### src/shared/rtcbd_pkg.sv
// Constants and types shared by the real-time clock with backup storage.
// Overview of operation
// RULE1: Sixty-four sixteen-bit backup words, 128 bytes, readable and writable.
// RULE2: Backup words survive system reset, power reset and standby wake.
// RULE3: Two event outputs: alarm match and periodic time-base tick.
// RULE4: Clock source selects crystal, low-power RC, or fast clock over 128.
// RULE5: Clock divided by 64 drives the calibration pin when enabled.
// RULE6: A 32-bit loadable counter; alarm fires when it matches compare.
// RULE7: A 20-bit prescaler makes the tick; default gives one second.
// RULE8: Counting continues regardless of Stop or Standby mode inputs.
// RULE9: An alarm during Standby raises the standby exit request.
// RULE10: The alarm drives its external event line to wake from Stop.
// RULE11: Prescaler counts down from reload, ticks on underflow; reload 32767.
package rtcbd_pkg;
    localparam int PRE_W = 20;
    localparam logic [PRE_W-1:0] PRE_RELOAD_RST = 20'h07fff;
    localparam int CNT_W = 32;
    localparam int BKP_DEPTH = 64;
    localparam int BKP_W = 16;
    localparam int BKP_IDX_W = 6;
    localparam int FAST_DIV_W = 7;
    localparam logic [FAST_DIV_W-1:0] FAST_DIV_LAST = 7'h7f;
    localparam int CAL_HALF_W = 5;
    localparam logic [CAL_HALF_W-1:0] CAL_HALF_LAST = 5'h1f;
    localparam int SYNC_N = 3;
    localparam int SYNC_XTAL = 0;
    localparam int SYNC_LPRC = 1;
    localparam int SYNC_FAST = 2;
    localparam int SLOW_XTAL_HZ = 32768;

    // Encoding of the two-bit clock source select input.
    typedef enum logic [1:0] {
        RTCBD_SRC_XTAL,
        RTCBD_SRC_LPRC,
        RTCBD_SRC_FAST
    } rtcbd_src_t;
endpackage : rtcbd_pkg

### src/rtcbd_top.sv
// Real-time clock core: prescaler, counter, alarm, calibration and backup.
`timescale 1ns/10ps
module rtcbd_top (
    input wire logic clk,
    input wire logic nrst,
    input wire logic [1:0] clk_sel,
    input wire logic slow_xtal_in,
    input wire logic lp_rc_in,
    input wire logic fast_external_clock_in,
    input wire logic stop_mode,
    input wire logic standby_mode,
    input wire logic prescale_load,
    input wire logic [rtcbd_pkg::PRE_W-1:0] prescale_reload,
    input wire logic counter_load,
    input wire logic [rtcbd_pkg::CNT_W-1:0] counter_value,
    input wire logic alarm_load,
    input wire logic [rtcbd_pkg::CNT_W-1:0] alarm_value,
    input wire logic calib_enable,
    input wire logic bkp_wr,
    input wire logic [rtcbd_pkg::BKP_IDX_W-1:0] bkp_index,
    input wire logic [rtcbd_pkg::BKP_W-1:0] bkp_wdata,
    output logic [rtcbd_pkg::BKP_W-1:0] bkp_rdata,
    output logic [rtcbd_pkg::CNT_W-1:0] count,
    output logic tick_event,
    output logic alarm_event,
    output logic external_event_lines_alarm,
    output logic standby_exit,
    output logic calibration_output_pin_out,
    output logic calibration_output_pin_oe_n
);
    localparam int PW = rtcbd_pkg::PRE_W;
    localparam int CW = rtcbd_pkg::CNT_W;
    localparam int SN = rtcbd_pkg::SYNC_N;

    logic [SN-1:0] raw_in;
    logic [SN-1:0] s0_q, s1_q, s2_q;
    logic [SN-1:0] rise;
    logic [rtcbd_pkg::FAST_DIV_W-1:0] fdiv_q, fdiv_d;
    logic fast_en, slow_en;
    logic [PW-1:0] pre_q, pre_d, reload_q, reload_d;
    logic [CW-1:0] cnt_q, cnt_d, cmp_q, cmp_d;
    logic tick_q, tick_d, alarm_q, alarm_d, wake_q, wake_d;
    logic [rtcbd_pkg::CAL_HALF_W-1:0] cal_cnt_q, cal_cnt_d;
    logic cal_q, cal_d, cal_oe_n_q, cal_oe_n_d;
    logic [rtcbd_pkg::BKP_W-1:0] bkp_q [rtcbd_pkg::BKP_DEPTH];
    logic [rtcbd_pkg::BKP_W-1:0] bkp_d [rtcbd_pkg::BKP_DEPTH];
    logic [rtcbd_pkg::BKP_W-1:0] rdata_q, rdata_d;

    assign raw_in[rtcbd_pkg::SYNC_XTAL] = slow_xtal_in;
    assign raw_in[rtcbd_pkg::SYNC_LPRC] = lp_rc_in;
    assign raw_in[rtcbd_pkg::SYNC_FAST] = fast_external_clock_in;

    // The clock pins are sampled, never used as clocks, so the core keeps a
    // single domain; the fast source must stay well below half of clk.
    always_ff @(posedge clk or negedge nrst) begin
        if (!nrst) begin
            s0_q <= '0;
            s1_q <= '0;
            s2_q <= '0;
        end else begin
            s0_q <= raw_in;
            s1_q <= s0_q;
            s2_q <= s1_q;
        end
    end

    // Rising edges are taken from the second and third stages. A pin that is high
    // as reset ends shows one early edge; the sources run free, so at worst
    // the first period after reset ends one source edge early.
    assign rise = s1_q & ~s2_q;

    // Fast clock divided by 128 and the source select.
    always_comb begin
        fdiv_d = fdiv_q;
        fast_en = 1'b0;
        if (rise[rtcbd_pkg::SYNC_FAST]) begin
            fdiv_d = fdiv_q + 1'b1;
            fast_en = (fdiv_q == rtcbd_pkg::FAST_DIV_LAST); // RULE4
        end
        case (rtcbd_pkg::rtcbd_src_t'(clk_sel))
            rtcbd_pkg::RTCBD_SRC_XTAL: slow_en = rise[rtcbd_pkg::SYNC_XTAL];
            rtcbd_pkg::RTCBD_SRC_LPRC: slow_en = rise[rtcbd_pkg::SYNC_LPRC];
            rtcbd_pkg::RTCBD_SRC_FAST: slow_en = fast_en; // RULE4
            default: slow_en = 1'b0;
        endcase
    end

    always_ff @(posedge clk or negedge nrst) begin
        if (!nrst) begin
            fdiv_q <= '0;
        end else begin
            fdiv_q <= fdiv_d;
        end
    end

    // Prescaler, counter and alarm. Stop and Standby inputs deliberately do not
    // gate prescaler or counter, so the time base keeps running in both modes.
    always_comb begin
        reload_d = reload_q;
        pre_d = pre_q;
        cnt_d = cnt_q;
        cmp_d = cmp_q;
        tick_d = 1'b0;
        alarm_d = 1'b0;
        if (alarm_load) begin
            cmp_d = alarm_value; // RULE6
        end
        if (prescale_load) begin
            reload_d = prescale_reload;
            pre_d = prescale_reload;
        end else if (slow_en) begin // RULE8
            if (pre_q == '0) begin
                pre_d = reload_q; // RULE11
                tick_d = 1'b1; // RULE7
            end else begin
                pre_d = pre_q - 1'b1; // RULE11
            end
        end
        // A software load wins over a tick in the same cycle.
        if (counter_load) begin
            cnt_d = counter_value;
        end else if (tick_d) begin
            cnt_d = cnt_q + 1'b1; // RULE6
            alarm_d = (cnt_d == cmp_d); // RULE6
        end
        wake_d = alarm_d && standby_mode; // RULE9
    end

    always_ff @(posedge clk or negedge nrst) begin
        if (!nrst) begin
            reload_q <= rtcbd_pkg::PRE_RELOAD_RST; // RULE11
            pre_q <= rtcbd_pkg::PRE_RELOAD_RST;
            cnt_q <= '0;
            cmp_q <= '1;
            tick_q <= 1'b0;
            alarm_q <= 1'b0;
            wake_q <= 1'b0;
        end else begin
            reload_q <= reload_d;
            pre_q <= pre_d;
            cnt_q <= cnt_d;
            cmp_q <= cmp_d;
            tick_q <= tick_d;
            alarm_q <= alarm_d;
            wake_q <= wake_d;
        end
    end

    assign count = cnt_q;
    assign tick_event = tick_q; // RULE3
    assign alarm_event = alarm_q; // RULE3
    assign external_event_lines_alarm = alarm_q; // RULE10
    assign standby_exit = wake_q; // RULE9

    // Calibration output: toggling every 32 source edges gives clock over 64.
    always_comb begin
        cal_cnt_d = cal_cnt_q;
        cal_d = cal_q;
        cal_oe_n_d = ~calib_enable;
        if (slow_en) begin
            cal_cnt_d = cal_cnt_q + 1'b1;
            if (cal_cnt_q == rtcbd_pkg::CAL_HALF_LAST) begin
                cal_d = ~cal_q; // RULE5
            end
        end
    end

    always_ff @(posedge clk or negedge nrst) begin
        if (!nrst) begin
            cal_cnt_q <= '0;
            cal_q <= 1'b0;
            cal_oe_n_q <= 1'b1;
        end else begin
            cal_cnt_q <= cal_cnt_d;
            cal_q <= cal_d;
            cal_oe_n_q <= cal_oe_n_d;
        end
    end

    assign calibration_output_pin_out = cal_q; // RULE5
    assign calibration_output_pin_oe_n = cal_oe_n_q;

    // Backup words: one write port, registered read of the indexed word.
    always_comb begin
        for (int i = 0; i < rtcbd_pkg::BKP_DEPTH; i++) begin
            bkp_d[i] = bkp_q[i];
        end
        if (bkp_wr) begin
            bkp_d[bkp_index] = bkp_wdata; // RULE1
        end
        rdata_d = bkp_q[bkp_index]; // RULE1
    end

    // No reset on purpose: the contents must outlive every reset.
    always_ff @(posedge clk) begin
        for (int i = 0; i < rtcbd_pkg::BKP_DEPTH; i++) begin
            bkp_q[i] <= bkp_d[i]; // RULE2
        end
        rdata_q <= rdata_d;
    end

    assign bkp_rdata = rdata_q;
endmodule : rtcbd_top

### config.mk
export PLATFORM = sky130hd
export DESIGN_NAME = rtcbd_top
export DESIGN_NICKNAME = d
export VERILOG_FILES = /design/src/shared/rtcbd_pkg.sv /design/src/rtcbd_top.sv
export SDC_FILE = /design/constraint.sdc
export NUM_CORES = 1
export LEC_CHECK = 0
export BUFFER_PORTS_ARGS = -buffer_cell sky130_fd_sc_hd__clkbuf_2
export CORE_MARGIN = 2
export CORE_UTILIZATION = 45
export DETAILED_ROUTE_END_ITERATION = 10
export SYNTH_ARGS = -nofsm -noshare
export SYNTH_HDL_FRONTEND = slang
export SYNTH_SLANG_ARGS = --single-unit
### constraint.sdc
create_clock -name clk -period 2.78 [get_ports clk]
set_input_delay 0.278 -clock clk [delete_from_list [all_inputs] [get_ports clk]]
set_output_delay 0.278 -clock clk [all_outputs]
set_load 0.05 [all_outputs]
==> results.md, run 1 <==
* Share of cells above drive strength 1 at 22.8%
* Number of synthesized register bits at 1170
* Num ports at 174
* Worst-Margin Slew at 1.25 ns
* Crit Path Max Fanout at 6
* Overflow after GRT at 0
* H-tree Lvls at 3
* Clock Tree Buf Depth at 3
* Clock sink count at around 1200
* Pleak at 0.0181 uW
* Setup violators final at 0
* Tmin final at about 2.7 ns
* Layer with the highest usage: met2
* Relative slew slack at 16.8%
* CP startpoint kind: flip-flop
* Antenna viol nets, final at 0
* Avg Cell Area, Syn at 16.3 sq um
* Final Util at 54.8%
* I/O Buffers at ~170
* Drt first-iter violations at 3175
* Dpl hpwl at 80300 microns
* Clock-pin slew on the worst setup and hold paths at about 0.060 ns
* Post-synth ARST share at 11.1%
* Max frequency at 370 MHz
* RSZ-0062 raised after global routing: true
* First-pass GRT wire length at between 150000 and 200000 microns
* DRC viols at 0
* Layout Cells excl Fill at 4616
* Number of global-route vias before repair at 27600
* Yosys warning count at 0
* Post-Place Cells at 4301
* Max Cap Viol at 0
* Routability cong. at 0.896
* Die width at 318 microns
* Die area at 0.101 sq mm
* Die boundary height at around 320 microns
* Final #Nets at 3351
* # rows at 115
* Number of fill cells at 7745
* Clock root buffer: clkbuf_16
* Final Cell Area at 0.0538 sq mm
* Met2 usage at between 40% and 50%
* Final slew viol count at 0
* DRT Pass-1 Iters at 5
* Routed wire length at approximately 130000 microns
* GR Util met1 at between 30 and 40%
* WL/cell at between 20 and 30 microns
* Max VDD drop at 0.600 mV
* Sequential area share after synthesis at between 70% and 80%
* Outcome: finished, final reports clean
* WHS at 0.137 ns
* Vias per cell at 6.08
* Final period utilization at a little over nine tenths
* Post-synthesis instance total at 2722
* Area of the core at around 0.098 sq mm
* Antenna violations before repair at 5
* Largest net degree at the start of global routing at 65
* Synth-to-Final Area Change at 21.2%
* Setup Skew at 0.0198 ns
* CTS tree: yes
* Cts bufs inserted at 115
* Crit path required time at 3.36 ns
* Critical Path Sink Type: flip-flop
* Hold crit path type: in2reg
* Main synth FF type: edfxtp_1
* Vias at 28100
* Initial Utilization at 45.2%
* Netlist cell types at 63
* Post-synth EDFFs at ~1000
* Later-pin clock latency in the skew report at roughly 0.7 ns
* Post-Synthesis Cell Area at ~0.044 sq mm
* Met3 Use GR at 4.67%
* Dpl cell area at slightly below 0.05 sq mm
* Setup CP Type: reg2reg
* GRT Util Overall at about 25%
* Final hold violations at 0
* Power density over the cells at about 700 mW/mm^2
* Syn_nets at 2848
* WP data arrival at 3.28 ns
[cell families after synthesis]
group,synth area share [%]
muxes,0.888
adders and majority gates,0.169
buffers and inverters,1.87
and+or+nand+nor,4.86
AOI/OAI and AO/OA,12.8
xor gates and xnor gates,1.93
DFF,77.5
[final timing paths]
check	start	end	slack, ns	depth (start not counted)
worst max-delay path	count[1]$_DFFE_PN0P_	standby_exit$_DFF_PN0_	0.08	6
worst min-delay path	bkp_wdata[13]	bkp_q[18][13]$_DFFE_PP_	0.14	2
worst max register to register	count[1]$_DFFE_PN0P_	standby_exit$_DFF_PN0_	0.08	6
worst min register to register	s0_q[1]$_DFF_PN0_	s1_q[1]$_DFF_PN0_	0.36	0
max in group asynchronous	nrst	reload_q[9]$_DFFE_PN1P_	1.74	3
min in group asynchronous	nrst	count[4]$_DFFE_PN0P_	0.24	2
[report_power, final]
part           switching [uW]  total [uW]  internal (uW)  leakage, uW
Sequential                246       19800          19500       0.0108
Combinational            1800        2780            970      0.00546
Clock                    6580       15200           8590      0.00177
Total                    8630       37700          29100       0.0181
[flip-flops by register name, summed over array words and instances (netlist names)]
name                         flops
alarm_event                      1
bkp_q                         1024
bkp_rdata                       16
cal_cnt_q                        5
calibration_output_pin_oe_n      1
calibration_output_pin_out       1
cmp_q                           32
count                           32
fdiv_q                           7
pre_q                           20
reload_q                        20
s0_q                             3
s1_q                             3
s2_q                             3
standby_exit                     1
tick_event                       1
[layout make-up]
type	instances	area [sq um]	area share [%]
clock buffers	153	3110	5.79
clock inverters	65	552	1.03
well taps	1287	1610	2.99
multi-input cells	1339	9250	17.2
flip-flops and latches	1170	34400	64.0
inverters	35	131	0.244
diodes	3	7.51	0.0140
repair buffers	564	4710	8.76
[critical path: stages (launching register included)]
cell and delay [ns]:
dfrtp_2 0.42, ha_1 0.20, nand3_1 0.20, or3_1 0.57
or3_1 0.43, or3_1 0.40, a2111oi_2 0.37
[what timing repair did]
action	CTS	global route
gates resized for setup	0	12
setup endpoints to repair	0	15
hold endpoints to repair	138	0
setup buffers	0	3
hold buffers	91	0
[metrics by stage]
step / power, uW / setup slack, ns / setup TNS [ns]
final: 37700 / 0.0798 / 0
after global routing: 38800 / -0.0107 / -0.0107
after CTS: 37900 / 0.0432 / 0
after floorplan: 21400 / 0.00363 / 0
after global placement: 22700 / -0.0627 / -5.13
after detailed placement: 22800 / -0.132 / -8.57
[per-layer routing]
metal | vias up | part of all wire, %
met3 | 249 | 8.8
li1 | 12000 | -
met4 | 2 | 3.2
met5 | - | 0.0085
met2 | 1400 | 47
met1 | 14400 | 41
[placed cells by master, fill, tap and decap left out, types with 70 or more instances in the layout]
cell type | synthesis | routed
dlygate4sd3_1 | 0 | 91
a22o_1 | 93 | 93
nand2_1 | 111 | 111
a22oi_1 | 337 | 337
a31oi_1 | 80 | 80
clkbuf_2 | 0 | 171
edfxtp_1 | 1024 | 1024
nor2_1 | 105 | 103
o21ai_0 | 70 | 70
clkbuf_16 | 0 | 116
buf_4 | 1 | 247
a221oi_1 | 93 | 93
[synth_stat cells, drive strengths merged (18+ instances only)]
cell	count	area, sq um
nand4	68	440
dfrtp	67	1680
o21ai	72	360
inv	35	131
nor3	22	115
a22o	93	815
a221oi	94	830
clkbuf	129	484
nor4	20	131
a31oi	80	500
mux2	27	304
edfxtp	1024	30700
buf	49	214
and3	18	113
nand2	111	417
nor2	105	394
xor2	38	333
dfstp	63	1660
a21oi	65	325
a22oi	337	2530
nand3	49	245
xnor2	39	342
No activity file was read; power rests on OpenSTA's default activity.
==> run 2: changes to the inputs <==
Settings changed: CELL_PAD_IN_SITES_DETAIL_PLACEMENT from default to 0, CELL_PAD_IN_SITES_GLOBAL_PLACEMENT from default to 2, PLACE_DENSITY_LB_ADDON from default to 0.1.
==> run 2 against run 1 <==
Net effect:
- register-to-register slack better by 0.06 ns
- combinational power grew 4%
- sequential share of layout area is 1.0 points lower
- final cell count up 1.0%
- utilization is 0.88 points higher
- clock-buffer cell count increased by 1
- maximum frequency is 2.2% higher
- hold slack lost 0.043 ns
- clock skew is 0.0039 ns higher
- flip-flop and latch count is the same
- largest cell class unchanged
==> results.md, run 2 (same netlist as run 1, synthesis figures left out) <==
* Dpl hpwl at around 84000 microns
* Worst R2R Path Depth at 8
* Setup Skew at about 0.024 ns
* Outcome: finished, final reports clean
* Vias at between 20000 and 30000
* Tmin final at 2.64 ns
* Antenna violations before repair at 6
* Reg with most FFs: bkp_q
* Die area at 0.101 sq mm
* Clock Tree Buf Depth at 3
* CP Depth at 8
* Crit path cell chain: or3b_1 -> a221oi_2 -> a21bo_2 -> or3_4 -> a2111oi_4 -> nand4_1 -> buf_4 -> a2111oi_4
* Final Util at 55.7%
* Final period utilization at around 95%
* Number of fill cells at 7866
* Vias per cell at 5.90
* Routability cong. at 0.842
* First-pass GRT wire length at about 190000 microns
* Register Area at 0.0344 sq mm
* Diode count at 0
* CP startpoint kind: flip-flop
* Max VDD drop at roughly 0.54 mV
* Number of global-route vias before repair at 27600
* Final #Nets at around 3400
* Critical Path Sink Type: flip-flop
* Layout Cells excl Fill at between 4000 and 5000
* Setup violators final at 0
* Drt first-iter violations at around 2700
* Largest net degree at the start of global routing at 71
* Commonest non-fill, non-tap cell in the layout: edfxtp_1
* WL/cell at 28.6 microns
* Cts bufs inserted at between 100 and 150
* Slowest-stage cell, CP: or3_4
* GRT Util Overall at 26.2%
* Most used cell along the critical path: a2111oi_4
* Share of cells above drive strength 1 at roughly a quarter
* Crit path required time at 3.39 ns
* Hold crit path type: in2reg
* Pleak at 0.0185 uW
* Slowest stage delay, CP at 0.44 ns
* CTS tree: yes
* DRT Pass-1 Iters at 5
* Post-Place Cells at approximately 4300
* I/O Buffers at 172
* Antenna viol nets, final at 0
* # rows at 115
* Num ports at around 170
* Die boundary height at 318 microns
* Synth-to-Final Area Change at 23.2%
* Worst-Margin Slew at 1.20 ns
* Area of the core at 0.0981 sq mm
* Clock-pin slew on the worst setup and hold paths at 0.06 ns
* Max Cap Viol at 0
* Setup CP Type: reg2reg
* Relative slew slack at 19.6%
* WP data arrival at around 3.3 ns
* RSZ-0062 raised after global routing: false
* Max frequency at 379 MHz
* Power density over the cells at just over 700 mW/mm^2
* Die width at 318 microns
* Worst Path Buf+Inv at 1
* Routed wire length at 133000 microns
* H-tree Lvls at 3
* Total negative slack at 0 ns
* Commonest cells after routing, fill and taps aside: edfxtp_1 (1024), a22oi_1 (337), buf_4 (264)
* Overflow after GRT at 0
* Hold path cells at 2
* Clock sink count at 1170
* Crit path max-delay family: compound AO/OA/AOI/OAI gates
* Later-pin clock latency in the skew report at 0.71 ns
* Clock root buffer: clkbuf_16
* Initial Utilization at between 40% and 50%
* Crit Path Max Fanout at 4
* Final hold violations at 0
* Final slew viol count at 0
* Max FFs per register at 1024
* Combined area of the multi-input logic cells at 0.00927 sq mm
* DRC viols at 0
==> run 2: path summary, 6_finish.rpt <==
| path | slack (ns) | from | to |
|---|---|---|---|
| min in group asynchronous | 0.17 | nrst | count[6]$_DFFE_PN0P_ |
| worst min register to register | 0.35 | s0_q[2]$_DFF_PN0_ | s1_q[2]$_DFF_PN0_ |
| max in group asynchronous | 1.82 | nrst | pre_q[8]$_DFFE_PN1P_ |
| worst min-delay path | 0.09 | bkp_wdata[7] | bkp_q[28][7]$_DFFE_PP_ |
| worst max-delay path | 0.14 | s1_q[1]$_DFF_PN0_ | standby_exit$_DFF_PN0_ |
| worst max register to register | 0.14 | s1_q[1]$_DFF_PN0_ | standby_exit$_DFF_PN0_ |
==> run 2: area by class of cell <==
type                    count  share of cell area [%]
flip-flops and latches   1170                    63.0
multi-input cells        1339                    17.0
clock inverters            74                    1.32
clock buffers             154                    5.86
well taps                1287                    2.95
inverters                  35                   0.240
repair buffers            604                    9.72
==> run 2: routing by layer <==
layer / track usage (%) / part of all wire [%] / vias to the layer above
met5: 0 / 0.035 / -
met4: 8.33 / 3.0 / 8
met3: 5.66 / 7.7 / 207
met2: 42.2 / 47 / 1095
met1: 35.8 / 42 / 14000
li1: - / - / 12100
==> run 2: through the flow <==
step           power (uW)  cell area (sq um)  hold WS, ns  worst slack, ns
2_1_floorplan       21400              44400      -0.0176          0.00363
5_1_grt             39900              54600       0.0763           0.0185
6_report            38700              54600       0.0934            0.139
3_3_place_gp        22900              49700        0.338          -0.0575
3_5_place_dp        22900              49700        0.335          -0.0707
4_1_cts             38900              54600       0.0711           0.0562
==> run 2: repair_timing <==
action / in CTS / in global routing
endpoints found under the setup margin: 0 / 4
buffers inserted: 0 / 4
hold endpoints to repair: 148 / 0
hold buffers: 90 / 0
resized for setup: 0 / 9
==> run 2: where the power goes <==
| group | leakage, uW | switching (uW) | internal (uW) |
|---|---|---|---|
| Sequential | 0.0108 | 229 | 19500 |
| Clock | 0.00192 | 6780 | 9250 |
| Combinational | 0.00572 | 1860 | 1020 |
| Total | 0.0185 | 8870 | 29800 |
